==> config.mk <==
export PLATFORM = sky130hd
export DESIGN_NAME = ises_core
export DESIGN_NICKNAME = d
export VERILOG_FILES = /design/src/shared/ises_pkg.sv /design/src/rtl/ises_core.sv /design/src/rtl/ises_sync.sv
export SDC_FILE = /design/constraint.sdc
export NUM_CORES = 1
export LEC_CHECK = 0
export BUFFER_PORTS_ARGS = -buffer_cell sky130_fd_sc_hd__buf_2
export CORE_MARGIN = 5
export CORE_UTILIZATION = 45
export DETAILED_ROUTE_END_ITERATION = 7
export PLACE_DENSITY = 0.66
export REMOVE_ABC_BUFFERS = 1
export SLEW_MARGIN = 20
export SYNTH_ARGS = -nofsm -noshare
export SYNTH_HDL_FRONTEND = slang
export SYNTH_SLANG_ARGS = --single-unit
export TNS_END_PERCENT = 100
==> constraint.sdc <==
create_clock -name core_clk -period 5.9 [get_ports core_clk]
set_clock_uncertainty 0.15 [all_clocks]
set_input_delay 1.18 -clock core_clk [delete_from_list [all_inputs] [get_ports core_clk]]
set_output_delay 1.18 -clock core_clk [all_outputs]
set_load 0.02 [all_outputs]
==> src/shared/ises_pkg.sv <==
// ises_pkg: constants and types for the two-wire slave event sequencer
// assumes a 250 MHz core clock and a 32-bit APB register port
package ises_pkg;
  // register byte offsets
  localparam logic [7:0] ISES_OFS_CTRL = 8'h00;
  localparam logic [7:0] ISES_OFS_ADDR = 8'h04;
  localparam logic [7:0] ISES_OFS_DATA = 8'h08;
  localparam logic [7:0] ISES_OFS_SNAP = 8'h0c;
  localparam logic [7:0] ISES_OFS_ISTAT = 8'h10;
  localparam logic [7:0] ISES_OFS_IMASK = 8'h14;
  // control register fields
  localparam int ISES_CB_EN = 0;
  localparam int ISES_CB_WTIM = 1;
  localparam int ISES_CB_SPIE = 2;
  localparam int ISES_CB_ACKE = 3;
  localparam int ISES_CB_LEAVE = 4;
  localparam int ISES_CB_WREL = 5;
  localparam int ISES_CB_START = 6;
  // snapshot fields
  localparam int ISES_SB_MST = 7;
  localparam int ISES_SB_ARB = 6;
  localparam int ISES_SB_EXT = 5;
  localparam int ISES_SB_MATCH = 4;
  localparam int ISES_SB_TRC = 3;
  localparam int ISES_SB_ACK = 2;
  localparam int ISES_SB_STD = 1;
  localparam int ISES_SB_SPD = 0;
  // event status / mask fields
  localparam int ISES_EV_ADDR = 0;
  localparam int ISES_EV_DATA = 1;
  localparam int ISES_EV_STOP = 2;
  localparam int ISES_EV_ARB = 3;
  localparam int ISES_EV_EXT = 4;
  localparam int ISES_EVW = 5;
  // reset values
  localparam logic [3:0] ISES_CTRL_RST = 4'h0;
  localparam logic [6:0] ISES_ADDR_RST = 7'h00;
  localparam logic [ISES_EVW-1:0] ISES_MASK_RST = 5'h00;
  // bus bit counting and extension code prefix
  localparam logic [3:0] ISES_BIT_LAST = 4'h8;
  localparam logic [3:0] ISES_BIT_ACK = 4'h9;
  localparam logic [3:0] ISES_EXT_PREFIX = 4'h0;
  // master clock half period
  localparam int ISES_CLK_NS = 4;
  localparam int ISES_HALF_NS = 2500;
  localparam int ISES_HALF_CYC = ISES_HALF_NS / ISES_CLK_NS;
  localparam logic [9:0] ISES_HALF_MAX = 10'(ISES_HALF_CYC - 1);
  // byte phase of the slave sequencer
  typedef enum logic [3:0] {
    ISES_PH_IDLE = 4'b0001,
    ISES_PH_ADDR = 4'b0010,
    ISES_PH_DATA = 4'b0100,
    ISES_PH_DROP = 4'b1000
  } ises_phase_t;
endpackage

==> src/rtl/ises_core.sv <==
// ises_core: two-wire bus slave event sequencer with simple master start,
// wait control, arbitration loss detection, status snapshot and interrupt.
// assumes open-drain pads outside; APB master on core_clk.
// Overview of operation
// - as slave transmitter keep sending bytes while the master acks and end on a missing ack.
// - as slave receiver withhold ack when software clears ack enable; master then stops or restarts.
// - after a data byte event, except the one ending a transmit on a missing ack, hold the clock line low until software releases the wait.
// - raise the event interrupt on stop only while the stop interrupt enable is set.
// - on an extension code take part in the exchange whatever the own address is.
// - on arbitration loss in the address byte drop master status and carry on as slave.
// - detect loss caused by a repeated start inside a data byte and raise an event.
// - on each event capture master, loss, extension, match, direction, ack, start and stop.
// - keep one direction status and drive the direction output straight from it.
`timescale 1ns/1ns
module ises_core
  import ises_pkg::*;
(
  input wire logic core_clk, // core clock
  input wire logic rst_n, // async reset, active low
  input wire logic psel, // apb select
  input wire logic penable, // apb enable
  input wire logic pwrite, // apb direction
  input wire logic [7:0] paddr, // apb byte address
  input wire logic [31:0] pwdata, // apb write data
  output logic [31:0] prdata, // apb read data
  output logic pready, // apb ready
  output logic pslverr, // apb error on unmapped address
  input wire logic sclIn, // clock pin level
  output logic sclOut, // clock pin drive value
  output logic sclOe_n, // clock pin enable, low drives
  input wire logic sdaIn, // data pin level
  output logic sdaOut, // data pin drive value
  output logic sdaOe_n, // data pin enable, low drives
  output logic transmitDirection, // device is transmitting
  output logic busEventIrq // bus event interrupt level
);
  import ises_pkg::*;

  typedef struct packed {
    ises_phase_t phase;
    logic sclP;
    logic sdaP;
    logic busy;
    logic [3:0] bitCnt;
    logic [7:0] shift;
    logic [7:0] txByte;
    logic [7:0] rxData;
    logic hold;
    logic ackDrive;
    logic sdaRel;
    logic sclRel;
    logic trc;
    logic master;
    logic mstPend;
    logic mstGen;
    logic mstSclLow;
    logic [9:0] mstCnt;
    logic arbLost;
    logic extCode;
    logic addrMatch;
    logic ackDet;
    logic startDet;
    logic stopDet;
    logic [7:0] snap;
    logic [ISES_EVW-1:0] irqStat;
    logic [ISES_EVW-1:0] irqMask;
    logic [3:0] ctrl;
    logic [6:0] ownAddr;
    logic [31:0] rdata;
    logic ready;
    logic err;
    logic irq;
  } ises_state_t;

  ises_state_t s_r;
  ises_state_t s_nxt;
  logic sclS;
  logic sdaS;

  // pin synchronisers
  ises_sync u_sync (
    .core_clk(core_clk),
    .rst_n(rst_n),
    .sclIn(sclIn),
    .sdaIn(sdaIn),
    .sclSync(sclS),
    .sdaSync(sdaS)
  );

  // register select, shared by read and write paths
  function automatic logic [6:0] regSel(input logic [7:0] a);
    logic [6:0] r;
    r = 7'h00;
    if (a == ISES_OFS_CTRL)
      r[0] = 1'b1;
    else if (a == ISES_OFS_ADDR)
      r[1] = 1'b1;
    else if (a == ISES_OFS_DATA)
      r[2] = 1'b1;
    else if (a == ISES_OFS_SNAP)
      r[3] = 1'b1;
    else if (a == ISES_OFS_ISTAT)
      r[4] = 1'b1;
    else if (a == ISES_OFS_IMASK)
      r[5] = 1'b1;
    else
      r[6] = 1'b1;
    return r;
  endfunction

  logic sclRise;
  logic sclFall;
  logic startSeen;
  logic stopSeen;
  logic acc;
  logic wr;
  logic rd;
  logic [6:0] sel;
  logic [ISES_EVW-1:0] ev;
  logic matchNow;
  logic extNow;
  logic [7:0] byteNow;
  logic txBit;

  // bus edge and condition detection on synchronised levels
  always_comb
  begin
    sclRise = sclS & ~s_r.sclP;
    sclFall = ~sclS & s_r.sclP;
    startSeen = sclS & s_r.sclP & s_r.sdaP & ~sdaS;
    stopSeen = sclS & s_r.sclP & ~s_r.sdaP & sdaS;
    byteNow = {s_r.shift[6:0], sdaS};
    extNow = byteNow[7:4] == ISES_EXT_PREFIX;
    matchNow = byteNow[7:1] == s_r.ownAddr;
    sel = regSel(paddr);
    acc = psel & penable & s_r.ready;
    wr = acc & pwrite;
    rd = acc & ~pwrite;
  end

  // whole next state
  always_comb
  begin
    s_nxt = s_r;
    ev = '0;
    txBit = 1'b0;
    s_nxt.sclP = sclS;
    s_nxt.sdaP = sdaS;

    // apb: one wait state, then answer
    s_nxt.ready = psel & penable & ~s_r.ready;
    s_nxt.err = 1'b0;
    if (psel & penable & ~s_r.ready)
    begin
      s_nxt.err = sel[6];
      s_nxt.rdata = '0;
      if (sel[0])
        s_nxt.rdata[3:0] = s_r.ctrl;
      else if (sel[1])
        s_nxt.rdata[6:0] = s_r.ownAddr;
      else if (sel[2])
        s_nxt.rdata[7:0] = s_r.rxData;
      else if (sel[3])
        s_nxt.rdata[7:0] = s_r.snap;
      else if (sel[4])
        s_nxt.rdata[ISES_EVW-1:0] = s_r.irqStat;
      else if (sel[5])
        s_nxt.rdata[ISES_EVW-1:0] = s_r.irqMask;
    end

    // register writes and command pulses
    if (wr & sel[0])
    begin
      s_nxt.ctrl = pwdata[3:0];
      if (pwdata[ISES_CB_WREL])
        s_nxt.hold = 1'b0;
      if (pwdata[ISES_CB_START] & pwdata[ISES_CB_EN])
        s_nxt.mstPend = 1'b1;
      if (pwdata[ISES_CB_LEAVE])
      begin
        s_nxt.phase = ISES_PH_DROP;
        s_nxt.hold = 1'b0;
        s_nxt.master = 1'b0;
        s_nxt.mstSclLow = 1'b0;
        s_nxt.trc = 1'b0;
        s_nxt.ackDrive = 1'b0;
      end
    end
    if (wr & sel[1])
      s_nxt.ownAddr = pwdata[6:0];
    if (wr & sel[2])
    begin
      s_nxt.txByte = pwdata[7:0];
      s_nxt.hold = 1'b0;
      if (s_r.bitCnt == '0)
        s_nxt.shift = pwdata[7:0];
    end
    if (wr & sel[5])
      s_nxt.irqMask = pwdata[ISES_EVW-1:0];

    // master start generation once the bus is free
    if (s_r.mstPend & ~s_r.busy & ~s_r.mstGen)
    begin
      s_nxt.mstGen = 1'b1;
      s_nxt.shift = s_r.txByte;
    end

    // bit counting and shifting on clock edges
    if (sclRise & s_r.busy)
    begin
      s_nxt.bitCnt = 4'(s_r.bitCnt + 4'h1);
      if (s_r.bitCnt < ISES_BIT_LAST)
      begin
        s_nxt.shift = byteNow;
        if (s_r.master & s_r.trc & s_r.shift[7] & ~sdaS)
        begin
          s_nxt.arbLost = 1'b1;
          s_nxt.master = 1'b0;
          s_nxt.trc = 1'b0;
          s_nxt.mstSclLow = 1'b0;
        end
      end
      if (s_r.bitCnt == ISES_BIT_LAST)
        s_nxt.ackDet = ~sdaS;
      // byte complete on the 8th rise
      if (s_r.bitCnt == 4'(ISES_BIT_LAST - 4'h1))
      begin
        s_nxt.ackDrive = 1'b0;
        if (s_r.phase == ISES_PH_ADDR)
        begin
          if (s_r.master & ~(s_r.shift[7] & ~sdaS))
            s_nxt.trc = ~sdaS;
          else
          begin
            s_nxt.addrMatch = matchNow;
            s_nxt.extCode = extNow;
            s_nxt.ackDrive = matchNow | extNow;
            s_nxt.trc = (matchNow | extNow) & sdaS;
          end
        end
        else if (s_r.phase == ISES_PH_DATA)
        begin
          s_nxt.rxData = byteNow;
          s_nxt.ackDrive = ~s_r.trc & s_r.ctrl[ISES_CB_ACKE];
        end
      end
    end

    // events on falling edges
    if (sclFall & s_r.busy)
    begin
      if (s_r.bitCnt == ISES_BIT_LAST & s_r.phase == ISES_PH_DATA
          & ~s_r.ctrl[ISES_CB_WTIM])
      begin
        ev[ISES_EV_DATA] = 1'b1;
        s_nxt.hold = 1'b1;
      end
      if (s_r.bitCnt == ISES_BIT_ACK)
      begin
        s_nxt.bitCnt = '0;
        s_nxt.ackDrive = 1'b0;
        if (s_r.trc)
          s_nxt.shift = s_r.txByte;
        if (s_r.phase == ISES_PH_ADDR)
        begin
          // address events always on the 9th edge
          if (s_r.master | s_r.addrMatch | s_r.extCode)
          begin
            s_nxt.phase = ISES_PH_DATA;
            s_nxt.hold = 1'b1;
            ev[ISES_EV_ADDR] = 1'b1;
            ev[ISES_EV_EXT] = s_r.extCode;
            ev[ISES_EV_ARB] = s_r.arbLost;
          end
          else
          begin
            s_nxt.phase = ISES_PH_DROP;
            ev[ISES_EV_ARB] = s_r.arbLost;
          end
        end
        else if (s_r.phase == ISES_PH_DATA)
        begin
          if (s_r.trc & ~s_r.ackDet & ~s_r.master)
          begin
            ev[ISES_EV_DATA] = 1'b1;
            s_nxt.phase = ISES_PH_DROP;
            s_nxt.trc = 1'b0;
          end
          else if (s_r.ctrl[ISES_CB_WTIM])
          begin
            ev[ISES_EV_DATA] = 1'b1;
            s_nxt.hold = 1'b1;
          end
        end
      end
    end

    // start condition, including a repeated start
    if (startSeen)
    begin
      s_nxt.busy = 1'b1;
      s_nxt.bitCnt = '0;
      s_nxt.phase = ISES_PH_ADDR;
      s_nxt.startDet = 1'b1;
      s_nxt.stopDet = 1'b0;
      s_nxt.addrMatch = 1'b0;
      s_nxt.extCode = 1'b0;
      s_nxt.ackDrive = 1'b0;
      s_nxt.hold = 1'b0;
      s_nxt.arbLost = 1'b0;
      s_nxt.trc = 1'b0;
      if (s_r.mstGen)
      begin
        s_nxt.master = 1'b1;
        s_nxt.trc = 1'b1;
        s_nxt.mstGen = 1'b0;
        s_nxt.mstPend = 1'b0;
        s_nxt.mstCnt = '0;
      end
      else if (s_r.master & s_r.bitCnt != '0)
      begin
        s_nxt.master = 1'b0;
        s_nxt.arbLost = 1'b1;
        s_nxt.mstSclLow = 1'b0;
        ev[ISES_EV_ARB] = 1'b1;
      end
    end

    // stop condition ends everything
    if (stopSeen)
    begin
      s_nxt.busy = 1'b0;
      s_nxt.phase = ISES_PH_IDLE;
      s_nxt.master = 1'b0;
      s_nxt.mstSclLow = 1'b0;
      s_nxt.hold = 1'b0;
      s_nxt.trc = 1'b0;
      s_nxt.ackDrive = 1'b0;
      s_nxt.addrMatch = 1'b0;
      s_nxt.extCode = 1'b0;
      s_nxt.arbLost = 1'b0;
      s_nxt.startDet = 1'b0;
      s_nxt.stopDet = 1'b1;
      ev[ISES_EV_STOP] = s_r.ctrl[ISES_CB_SPIE];
    end

    // master clock generation while not waiting
    if (s_r.master & ~s_r.hold)
    begin
      s_nxt.mstCnt = 10'(s_r.mstCnt + 10'h001);
      if (s_r.mstCnt == ISES_HALF_MAX)
      begin
        s_nxt.mstCnt = '0;
        if (s_r.mstSclLow)
          s_nxt.mstSclLow = 1'b0;
        else if (sclS)
          s_nxt.mstSclLow = 1'b1;
      end
    end

    // data line drive changes only while the clock is low, except the start pull-down and the release when disabled
    txBit = s_r.trc & (s_r.bitCnt < ISES_BIT_LAST) & ~s_r.shift[7]
            & (s_r.phase == ISES_PH_DATA | (s_r.phase == ISES_PH_ADDR & s_r.master));
    if (s_r.mstGen)
      s_nxt.sdaRel = 1'b0;
    else if (~sclS)
      s_nxt.sdaRel = ~(txBit | s_r.ackDrive);
    if (~s_r.ctrl[ISES_CB_EN])
    begin
      s_nxt.sdaRel = 1'b1;
      s_nxt.hold = 1'b0;
      s_nxt.mstSclLow = 1'b0;
      s_nxt.mstGen = 1'b0;
    end

    // snapshot captured on every event
    if (ev != '0)
    begin
      s_nxt.snap[ISES_SB_MST] = s_nxt.master;
      s_nxt.snap[ISES_SB_ARB] = s_nxt.arbLost;
      s_nxt.snap[ISES_SB_EXT] = s_nxt.extCode;
      s_nxt.snap[ISES_SB_MATCH] = s_nxt.addrMatch;
      s_nxt.snap[ISES_SB_TRC] = s_nxt.trc;
      s_nxt.snap[ISES_SB_ACK] = s_nxt.ackDet;
      s_nxt.snap[ISES_SB_STD] = s_nxt.startDet;
      s_nxt.snap[ISES_SB_SPD] = s_nxt.stopDet;
    end

    // clock pin drive kept in its own flop so the pin comes straight from it
    s_nxt.sclRel = ~(s_nxt.hold | s_nxt.mstSclLow);
    // sticky status: read clears only what was returned, a new event wins
    s_nxt.irqStat = ((rd & sel[4]) ? (s_r.irqStat & ~s_r.rdata[ISES_EVW-1:0]) : s_r.irqStat) | ev;
    s_nxt.irq = |(s_nxt.irqStat & s_nxt.irqMask);
  end

  // state register
  always_ff @(posedge core_clk or negedge rst_n)
  begin
    if (!rst_n)
    begin
      s_r <= '0;
      s_r.phase <= ISES_PH_IDLE;
      s_r.sclP <= 1'b1;
      s_r.sdaP <= 1'b1;
      s_r.sclRel <= 1'b1;
      s_r.sdaRel <= 1'b1;
      s_r.ctrl <= ISES_CTRL_RST;
      s_r.ownAddr <= ISES_ADDR_RST;
      s_r.irqMask <= ISES_MASK_RST;
    end
    else
      s_r <= s_nxt;
  end

  // outputs straight from flops; sclOut and sdaOut tied low
  assign prdata = s_r.rdata;
  assign pready = s_r.ready;
  assign pslverr = s_r.err;
  assign sclOut = 1'b0;
  assign sdaOut = 1'b0;
  assign sclOe_n = s_r.sclRel;
  assign sdaOe_n = s_r.sdaRel;
  assign transmitDirection = s_r.trc;
  assign busEventIrq = s_r.irq;
endmodule

==> src/rtl/ises_sync.sv <==
// ises_sync: two-flop synchronisers for the bus clock and data pins
// assumes pin levels are asynchronous to core_clk
`timescale 1ns/1ns
module ises_sync (
  input wire logic core_clk, // core clock
  input wire logic rst_n, // async reset, active low
  input wire logic sclIn, // raw clock pin
  input wire logic sdaIn, // raw data pin
  output logic sclSync, // synchronised clock level
  output logic sdaSync // synchronised data level
);
  typedef struct packed {
    logic [1:0] meta;
    logic [1:0] sync;
  } ises_sync_t;
  ises_sync_t s_r;
  ises_sync_t s_nxt;
  // first stage feeds only the second stage
  always_comb
  begin
    s_nxt.meta = {sclIn, sdaIn};
    s_nxt.sync = s_r.meta;
  end
  // released bus reads high
  always_ff @(posedge core_clk or negedge rst_n)
  begin
    if (!rst_n)
      s_r <= '1;
    else
      s_r <= s_nxt;
  end
  assign sclSync = s_r.sync[1];
  assign sdaSync = s_r.sync[0];
endmodule

# Yosys cells after proc, flatten, opt, wreduce, memory -nomap -nowiden
# Cells that the tools add are included.
[classes]
mux = 131
bitwise = 67
n_eq_ne = 13
reduce_logical = 11
addsub = 2
magnitude_cmp = 1
[ops]
columns = ["op", "n"]
rows = [
  ["$mux W1", 67],
  ["$mux W4", 14],
  ["$mux W2", 24],
  ["$mux W8", 5],
  ["$and A1 B1 Y1", 39],
  ["$mux W12", 3],
  ["$mux W5", 7],
  ["$mux W11", 2],
  ["$mux W18", 1],
  ["$not A1 Y1", 18],
  ["$eq A8 B4 Y1 const B", 2],
  ["$eq A8 B5 Y1 const B", 2],
  ["$mux W16", 1],
  ["$mux W3", 4],
  ["$add A10 B1 Y10 const B", 1],
  ["$and A5 B5 Y5", 2],
  ["$eq A10 B10 Y1 const B", 1],
  ["$mux W10", 1],
  ["$eq A4 B3 Y1 const B", 2],
  ["$eq A4 B4 Y1 const B", 2],
  ["$eq A8 B3 Y1 const B", 1],
  ["$logic_not A4 Y1", 2],
  ["$logic_not A8 Y1", 1],
  ["$eq A7 B7 Y1", 1],
  ["other kinds (15)", 22],
]
[word_totals]
inputBits = 47
word_cells = 260
output_inout_bits = 40
ff_bits = 104

# Depth between registers and ports, before layout
# Gate-level depths: netlist (run 1).
[logic_depth]
depth_word = 24
ltp_mapped = 8
depth_no_buf = 7

# By module
# A second synthesis (run 1) with hierarchy kept.
[unflattened]
cells_unflattened = 509
area_unflattened_um2 = 5427.7
[modules_own_cells]
columns = ["module", "seq_area_each_um2", "cells_each", "area_each_um2", "n_inst"]
rows = [
  ["ises_core", 2508.7, 505, 5322.6, 1],
  ["ises_sync", 105.1, 4, 105.1, 1],
]

# Least setup slack after synthesis (run 1)
# Ideal clock, no wire load.
[synth_path]
kind = "input -> register"
from = "input paddr[5]"
to = "register s_r (netlist bit busEventIrq)"
path_stages = 6
path_buffers = 1
t_arrival_ps = 3012
required_ps = 5603
slack_ps = 2592
setup_time_ps = 147
path_cell_list = "or4b_1 > buf_2 > nor3b_2 > mux2_2 > a222oi_1 > o221ai_1"
[synth_rtl]
columns = ["element", "line", "source"]
rows = [
  ["start: declaration", "ises_core.sv:23", "input wire logic [7:0] paddr,"],
  ["end signal: assignment", "ises_core.sv:412", "s_r <= s_nxt;"],
  ["end: declaration", "ises_core.sv:75", "ises_state_t s_r;"],
]

==> flow_summary_export.csv, run 1 <==
group,metric,value,unit
placed_design,gp_congestion,0.931,
clock_network,clk_path_buf_depth,2,
die,core,0.0119,sq mm
synth,synth_ff_type,"dfrtp_1",
timing,holdWs,206,ps
cells_and_area,antenna_cells,0,
clock_network,htree_num_levels,3,
hold_path,min_to,"u_sync.sdaSync",
synth,netlist.area_leader.share,44.2,%
placed_design,dp.final_hpwl,9320,um
critical_path,critPathBufInv,1,
power_and_ir_drop,p_int,1.17,mW
die,die_x,119,um
global_routing,grt_max_degree,68,
timing,final_max_slew_viol_count,0,
timing,rsz0062_at_grt,"false",
power_and_ir_drop,cellPowerDensity,282,mW/mm^2
synth,ys_types,64,
critical_path,path_class,"primary input to flip-flop",
clock_network,clock_latency,340,ps
critical_path,cp.arrival,3430,ps
power_and_ir_drop,ir_worst_vdd,0.000194,V
critical_path,ff2ff_setup_slack,3010,ps
clock_network,hold_buffers,0,
global_routing,grt-ovfl-total,0,
clock_network,post-cts-setup-buffers,0,
critical_path,critPathLaunch,"paddr[5]",
job,cap_violations,0,
cells_and_area,syn_to_final_growth,7.95,%
global_routing,use_met3,2.99,%
cells_and_area,fin_nets,589,
die,die_area,0.0143,sq mm
synth,synth_area_leader_cell,"dfrtp_1",
timing,fin_crit_sh,57.4,%
critical_path,worstPathCellList,"buf_2 > or4b_1 > nor3b_2 > mux2_2 > a222oi_1 > o221ai_1",
timing,fmax,295,MHz
timing,hold_viol,0,
die,core.rowCount,40,
route,dr.first_iter.drc_count,249,
route,route.detailed.drc,0,
synth,postSynthAreaPerCell,10.5,sq um
synth,synth_area,0.00538,sq mm
global_routing,use_met2,27.9,%
synth,yosysSeqAreaShare,48.5,%
global_routing,met1_usage,24.9,%
timing,max-slew-margin-rel,38.5,%
power_and_ir_drop,seq_power_share,52.5,%
synth,synth_common_cells,"95 x dfrtp_1, 39 x nand2_1, 37 x mux2_2, 34 x buf_4, 30 x nor2_1",
hold_path,hold_start,"u_sync.s_nxt[0]",
global_routing,busiest_layer,"met2",
die,die_h,119,um
synth,netlist_instances,512,
synth,yosysMostFrequentCell,"dfrtp_1",
power_and_ir_drop,p_sw_share,28.9,%
route,drtPass1Iterations,5,
clock_network,cts_tree,"done",
route,vias_per_cell,5.82,
synth,synth-seq-cells,104,
power_and_ir_drop,leakage,2.72,nW
critical_path,r2r_start,"u_sync.sclSync",
clock_network,cts-root-buf,"clkbuf_16",
placed_design,port_buffers,36,
critical_path,cp_max_fo,7,
die,initial_core_util,45.4,%
route,totalWireLength,12500,um
route,wire_per_inst,18.1,um
hold_path,hold_class,"flip-flop to flip-flop",
critical_path,critPathSlowestCell,"or4b_1",
route,num_vias,4004,
timing,setup_viol,0,
clock_network,numCtsBuffers,9,
run_status,status,"completed",
power_and_ir_drop,p_comb_share,14.3,%
hold_path,min_path_cells,0,
clock_network,cts_resized,0,
critical_path,max_stage_delay,690,ps
global_routing,antenna_found_initial,0,
critical_path,required,5950,ps
global_routing,grt_pass1_vias,3861,
timing,min_period,3380,ps
power_and_ir_drop,p_sw,474,uW
timing,tightest_slew,914,ps
synth,yosys_warnings,0,
synth,synth.area.top_cells,"dfrtp_1 44%, mux2_2 7.7%, buf_4 4.7%, dfstp_2 4.4%, mux2i_1 3.5%",
die,ios,87,
route,ant_nets,0,
clock_network,cts.sinks,104,
global_routing,grt_usage,17.9,%
power_and_ir_drop,p_clk_share,33.2,%
cells_and_area,drive_gt1_share,20.1,%
critical_path,cp_top_family,"simple AND/OR/NAND/NOR gates",
critical_path,ff2ff_path_depth,4,
critical_path,critPathCaptureType,"flip-flop",
synth,synth_edf_count,0,
clock_network,clkTransAtPathRegs,70,ps
critical_path,start_kind,"primary input",
synth,synthArstFlopShare,100,%
global_routing,grt_first_pass_wirelength,20200,um
timing,final.setup.tns,0,ps
critical_path,critical_path.reg2reg.endpoint,"s_r[96]",
[logic make-up (layout without fill, tap and decap cells)]
family / after synthesis / count (layout) / share of synthesized area, %
flip-flops: 104 / 104 / 48.5
AND/OR/NAND/NOR: 154 / 154 / 16.4
adder cells (fa/ha/maj): 5 / 5 / 1.16
AO/OA/AOI/OAI: 112 / 112 / 13.4
XOR/XNOR: 12 / 12 / 1.95
other: 1 / 26 / 0.0697
multiplexers: 56 / 56 / 11.3
buffers and inverters: 68 / 72 / 7.20
[worst max-delay path by stage]
stage	endpoint	slack (ps)	depth (start not counted)
global placement	busEventIrq	2200	6
finish	busEventIrq	2520	6
floorplan	busEventIrq	2190	5
CTS	busEventIrq	2530	7
detailed placement	busEventIrq	2160	7
global route	busEventIrq	2280	7
[worst register-to-register path, delay by kind of cell, from the launching register on]
kind	cells	cell delay, ps
simple gates	3	1600
flops	1	640
mux	1	390
[per-stage QoR]
stage	area [sq um]	util, %	total power [mW]	worst slack (ps)	std cells
after global placement	5550	46.8	1.10	2200	673
after global routing	5810	49.0	1.72	2280	688
after CTS	5810	49.0	1.66	2530	688
after detailed placement	5550	46.8	1.11	2160	673
after floorplan	5160	-	1.01	2190	487
final	5810	49.0	1.64	2520	688
[cell type report]
| class | instances | area, sq um |
|---|---|---|
| clock buffer | 12 | 246 |
| clock inverter | 3 | 18.8 |
| fill | 1089 | 6050 |
| inverter | 18 | 67.6 |
| multi-input combinational | 365 | 2480 |
| sequential | 104 | 2610 |
| tap | 147 | 184 |
| timing repair buffer | 39 | 205 |
[sequential cells by signal, indices dropped and copies added (netlist names)]
register	cells
s_r	79
prdata	8
byteNow	7
u_sync.s_nxt	2
busEventIrq	1
pready	1
pslverr	1
sclOe_n	1
sdaOe_n	1
transmitDirection	1
u_sync.sclSync	1
u_sync.sdaSync	1
[cell usage in the layout, fill, tap and decap left out, types with 3 or more instances in the layout]
master,instances
mux2_2,37
and2_1,3
nor2b_1,3
xor2_1,10
mux2i_1,19
nor4_1,4
nand4_1,7
inv_1,18
nor4b_1,4
nor3_1,5
and3b_1,3
nor2_1,30
a22oi_1,5
buf_2,35
o21ai_0,29
or4_1,4
nand3b_1,5
a211oi_1,3
a31oi_1,3
buf_4,4
o31ai_1,7
dfrtp_1,95
ha_1,5
nand3_1,7
clkbuf_16,9
o41ai_1,3
o22ai_1,16
dfstp_2,9
and3_1,7
nand2b_1,8
conb_1,26
a21oi_1,27
nand2_1,39
nand4b_1,3
[routing by layer]
metal | part of all wire (%) | vias up
met4 | 1.9 | 0
li1 | - | 1857
met1 | 44 | 1986
met3 | 6.2 | 15
met2 | 48 | 146
met5 | 0 | -
[power groups by stage]
stage | Clock (mW) | Combinational [mW] | Sequential [mW]
finish | 0.544 | 0.235 | 0.860
CTS | 0.560 | 0.237 | 0.860
floorplan | 0 | 0.159 | 0.848
global placement | 0 | 0.227 | 0.870
global route | 0.586 | 0.264 | 0.870
detailed placement | 0 | 0.236 | 0.872
(Power assumes the default switching activity.)
==> inputs of run 2 (changes only) <==
PLACE_DENSITY = 0.68   (was 0.66)
clock period = 2.9 ns   (was 5.9 ns; I/O delays follow)
==> run 2 against run 1 <==
Effect of this change: count of clock-buffer cells in the layout is 3 lower; first-iteration DRC count is 0.80% higher; critical path type is now flip-flop to flip-flop; clock power is 130% higher; sequential power is 100% higher.
==> flow_summary_export.csv, run 2 (synthesis gave the netlist of run 1 again) <==
group,metric,value,unit
global_routing,grt-ovfl-total,0,
power_and_ir_drop,cellPowerDensity,581,mW/mm^2
cells_and_area,drive_gt1_share,23.1,%
timing,tightest_slew,624,ps
timing,min_period,2650,ps
timing,fin_crit_sh,91.4,%
timing,hold_viol,0,
route,vias_per_cell,5.70,
timing,setup_viol,0,
clock_network,clk_path_buf_depth,2,
route,route.detailed.drc,0,
critical_path,max_stage_delay,430,ps
cells_and_area,layout_commonest_cell,"dfrtp_1",
die,die_x,119,um
hold_path,hold_class,"primary input to asynchronous set/reset pin",
global_routing,grt_first_pass_wirelength,21200,um
power_and_ir_drop,p_clk_share,35.2,%
critical_path,critPathCaptureType,"flip-flop",
critical_path,path_class,"flip-flop to flip-flop",
critical_path,required,2990,ps
cells_and_area,antenna_cells,0,
job,cap_violations,0,
die,die_area,0.0143,sq mm
route,drtPass1Iterations,5,
power_and_ir_drop,seq_power_share,50.2,%
die,die_h,119,um
placed_design,placed_cells,690,
route,num_vias,4023,
clock_network,cts_resized,0,
clock_network,numCtsBuffers,9,
die,core.rowCount,40,
clock_network,cts.sinks,104,
placed_design,gp_congestion,0.918,
placed_design,port_buffers,36,
timing,final_max_slew_viol_count,0,
critical_path,start_kind,"flip-flop",
cells_and_area,final_area,0.00599,sq mm
critical_path,r2r_start,"s_r[113]",
global_routing,grt_pass1_vias,4015,
global_routing,grt_max_degree,38,
global_routing,antenna_found_initial,0,
clock_network,clock_latency,360,ps
cells_and_area,largest_register_ffs,79,
cells_and_area,fin_nets,606,
power_and_ir_drop,ir_worst_vdd,0.000499,V
critical_path,cp_max_fo,8,
power_and_ir_drop,p_sw_share,30.6,%
route,wire_per_inst,18.4,um
cells_and_area,layout_common_cells,"95 x dfrtp_1, 39 x nand2_1, 37 x mux2_2, 35 x buf_2, 30 x nor2_1",
route,ant_nets,0,
die,initial_core_util,45.4,%
timing,rsz0062_at_grt,"false",
power_and_ir_drop,p_comb_share,14.6,%
route,dr.first_iter.drc_count,251,
cells_and_area,final-instance-count-excl-fill,706,
cells_and_area,syn_to_final_growth,11.3,%
global_routing,grt_usage,18.7,%
critical_path,critPathSlowestCell,"dfrtp_1",
cells_and_area,top_register,"s_r",
power_and_ir_drop,p_sw,1.07,mW
critical_path,worstPathCellList,"inv_1 > ha_1 > and3b_1 > or3b_1 > a22o_1 > nor3_4 > mux2_2",
clock_network,htree_num_levels,3,
clock_network,hold_buffers,0,
die,ios,87,
placed_design,dp.final_hpwl,9790,um
critical_path,cp.arrival,2740,ps
route,totalWireLength,13000,um
timing,max-slew-margin-rel,58.1,%
clock_network,cts-root-buf,"clkbuf_16",
clock_network,clkTransAtPathRegs,80,ps
die,core,0.0119,sq mm
clock_network,cts_tree,"done",
power_and_ir_drop,leakage,2.83,nW
clock_network,post-cts-setup-buffers,0,
power_and_ir_drop,p_int,2.41,mW
timing,fmax,377,MHz
placed_design,dpl-instance-area,0.00569,sq mm
run_status,status,"completed",
critical_path,critPathLaunch,"s_r[113]",
==> run 2: power by group through the flow <==
| stage | registers [mW] | clock network (mW) | logic, mW |
|---|---|---|---|
| after global placement | 1.77 | 0 | 0.492 |
| after global routing | 1.77 | 1.30 | 0.578 |
| after CTS | 1.75 | 1.25 | 0.509 |
| final | 1.75 | 1.23 | 0.507 |
| after floorplan | 1.73 | 0 | 0.324 |
| after detailed placement | 1.77 | 0 | 0.508 |
==> run 2: stage by stage <==
stage / total power [mW] / setup TNS, ps / hold slack, ps / setup WS, ps / utilization [%]
global placement: 2.26 / 0 / 196 / 44.6 / 47.9
finish: 3.48 / 0 / 12.2 / 250 / 50.5
floorplan: 2.05 / -209 / 134 / -209 / -
CTS: 3.51 / 0 / 28.1 / 230 / 50.5
global route: 3.65 / 0 / 49.5 / 122 / 50.5
detailed placement: 2.28 / 0 / 197 / 8.63 / 47.9
==> run 2: cell type report <==
class	instances	area [sq um]
Sequential cell	104	2610
Fill cell	1077	5870
Multi-Input combinational cell	365	2480
Clock inverter	7	78.8
Tap cell	147	184
Timing Repair Buffer	56	345
Inverter	18	67.6
Clock buffer	9	225
==> run 2: layer usage <==
| layer | part of all wire [%] | track usage [%] | up-vias |
|---|---|---|---|
| met5 | 0 | 0 | - |
| met4 | 2.1 | 6.94 | 0 |
| met3 | 6.2 | 4.13 | 28 |
| met2 | 47 | 29.0 | 137 |
| met1 | 45 | 25.7 | 1955 |
| li1 | - | - | 1903 |
==> run 2: worst max-delay path: cells and delay by family (launching register included) <==
kind,cells,cell delay (ps)
mux,1,390
fa+ha+maj,1,200
compound gates,1,300
flops,1,430
simple gates,3,1010
buf+inv,1,60
==> run 2: path summary, 6_finish.rpt <==
kind | to | slack, ps | cells past startpoint
setup / recovery | s_r[57] | 250 | 7
hold / removal | prdata[7] | 10 | 1
setup reg to reg | s_r[57] | 250 | 7
hold reg to reg | u_sync.sdaSync | 210 | 0
max in group asynchronous | u_sync.sdaSync | 1910 | 2
min in group core_clk | u_sync.s_nxt[0] | 170 | 1
==> inputs of run 3 (changes only) <==
CORE_UTILIZATION = 51   (was 45)
PLACE_DENSITY = 0.76   (was 0.68)
==> run 3 against run 2 <==
Effect of this change: total power fell by 6.0%; sequential power barely moved; clock power fell by 19%; die area fell by 11%; critical path depth did not move; setup slack got worse by 14 ps; sequential share of layout area rose by 0.83 points; core utilization rose by 6.4 points.
==> flow_summary_export.csv, run 3 (synthesis gave the netlist of run 1 again) <==
group,metric,value,unit
run_status,status,"completed",
die,core.rowCount,37,
critical_path,critPathCaptureType,"flip-flop",
cells_and_area,layout_commonest_cell,"dfrtp_1",
placed_design,dp.final_hpwl,9690,um
clock_network,cts_resized,0,
timing,holdWs,48.1,ps
clock_network,clkTransAtPathRegs,100,ps
die,ios,87,
power_and_ir_drop,ir_worst_vdd,0.000284,V
die,core,0.0103,sq mm
timing,fin_crit_sh,91.9,%
critical_path,required,3000,ps
clock_network,cts-root-buf,"clkbuf_8",
critical_path,worstPathCellList,"inv_1 > ha_1 > and3b_1 > or3b_1 > a22o_1 > nor3_4 > mux2_2",
timing,max-slew-margin-rel,52.9,%
cells_and_area,layout_common_cells,"95 x dfrtp_1, 39 x nand2_1, 37 x mux2_2, 35 x buf_2, 30 x nor2_1",
cells_and_area,final-instance-count-excl-fill,693,
global_routing,grt_first_pass_wirelength,20800,um
die,initial_core_util,52.2,%
clock_network,cts.sinks,104,
clock_network,hold_buffers,0,
global_routing,grt_max_degree,47,
route,drtPass1Iterations,7,
clock_network,numCtsBuffers,9,
critical_path,critPathBufInv,1,
die,die_x,113,um
critical_path,cp_max_fo,8,
critical_path,start_kind,"flip-flop",
power_and_ir_drop,p_total,3.27,mW
clock_network,clk_path_buf_depth,2,
cells_and_area,syn_to_final_growth,9.20,%
power_and_ir_drop,leakage,2.77,nW
cells_and_area,nFillCells,874,
global_routing,grt-ovfl-total,0,
global_routing,antenna_found_initial,0,
placed_design,placed_cells,677,
route,num_vias,4100,
critical_path,cp.arrival,2760,ps
cells_and_area,final_util,57.0,%
global_routing,grt_pass1_vias,4021,
clock_network,htree_num_levels,3,
job,cap_violations,0,
cells_and_area,top_register,"s_r",
hold_path,hold_class,"primary input to asynchronous set/reset pin",
critical_path,cp_top_family,"simple AND/OR/NAND/NOR gates",
route,dr.first_iter.drc_count,272,
die,die_area,0.0127,sq mm
route,wire_per_inst,18.8,um
cells_and_area,antenna_cells,0,
placed_design,gp_congestion,0.946,
power_and_ir_drop,cellPowerDensity,557,mW/mm^2
die,die_h,113,um
route,vias_per_cell,5.92,
route,route.detailed.drc,0,
cells_and_area,largest_register_ffs,79,
critical_path,max_stage_delay,450,ps
timing,tightest_slew,704,ps
cells_and_area,drive_gt1_share,22.6,%
route,ant_nets,0,
timing,final_max_slew_viol_count,0,
clock_network,clock_latency,370,ps
timing,min_period,2660,ps
global_routing,grt_usage,20.3,%
cells_and_area,fin_nets,604,
timing,setup_viol,0,
placed_design,port_buffers,36,
clock_network,post-cts-setup-buffers,0,
critical_path,path_class,"flip-flop to flip-flop",
timing,rsz0062_at_grt,"false",
timing,fmax,375,MHz
critical_path,critPathSlowestCell,"dfrtp_1",
timing,hold_viol,0,
route,totalWireLength,13100,um
clock_network,cts_tree,"done",
[run 3: changes by cell type in the layout (fill, tap and decap cells not counted)]
cell / previous run / this run
clkbuf_8: 0 / 10
clkbuf_16: 9 / 0
inv_8: 4 / 0
buf_4: 20 / 18
bufinv_16: 0 / 2
clkinv_4: 2 / 0
clkinvlp_4: 0 / 2
clkbuf_1: 0 / 1
clkinv_2: 0 / 1
clkinv_8: 1 / 0
[run 3: worst register-to-register path: stages, from the launching register on]
cell,delay [ps]
dfrtp_1,450
inv_1,70
ha_1,200
and3b_1,220
or3b_1,350
a22o_1,300
nor3_4,420
mux2_2,390
[run 3: layer usage]
layer	wire length, um	GRT usage, %	up-vias	part of all wire [%]
met1	5670	28.0	2026	43
met3	988	4.28	17	7.6
met2	6180	32.1	170	47
met5	0	0	-	0
li1	-	-	1887	-
met4	212	6.89	0	1.6
[run 3: area by class of cell]
type                       count  area, sq um  area share (%)
clock buffer                  11          141            2.40
clock inverter                 5         80.1            1.36
inverter                      18         67.6            1.15
multi-input combinational    365         2480            42.1
sequential                   104         2610            44.5
tap                          136          170            2.89
timing repair buffer          54          330            5.62
[run 3: metrics by stage]
step,area (sq um),setup TNS [ps],setup slack [ps]
6_report,5880,0,236
5_1_grt,5880,0,144
4_1_cts,5880,0,225
3_5_place_dp,5660,0,35.7
3_3_place_gp,5660,0,45.9
2_1_floorplan,5160,-209,-209
[run 3: final timing paths]
kind	startpoint	endpoint	slack (ps)	cells after the start
max	s_r[113]	s_r[62]	240	7
min	rst_n	byteNow[4]	50	1
max reg2reg	s_r[113]	s_r[62]	240	7
min reg2reg	u_sync.s_nxt[0]	u_sync.sdaSync	210	0
max in group asynchronous	rst_n	s_r[118]	1860	2
min in group core_clk	sdaIn	u_sync.s_nxt[0]	150	1
[run 3: power breakdown]
| part | internal (mW) | total (mW) | switching (mW) |
|---|---|---|---|
| clock network | 0.509 | 1.00 | 0.496 |
| registers | 1.59 | 1.75 | 0.166 |
| logic | 0.210 | 0.516 | 0.306 |
| total | 2.30 | 3.27 | 0.969 |
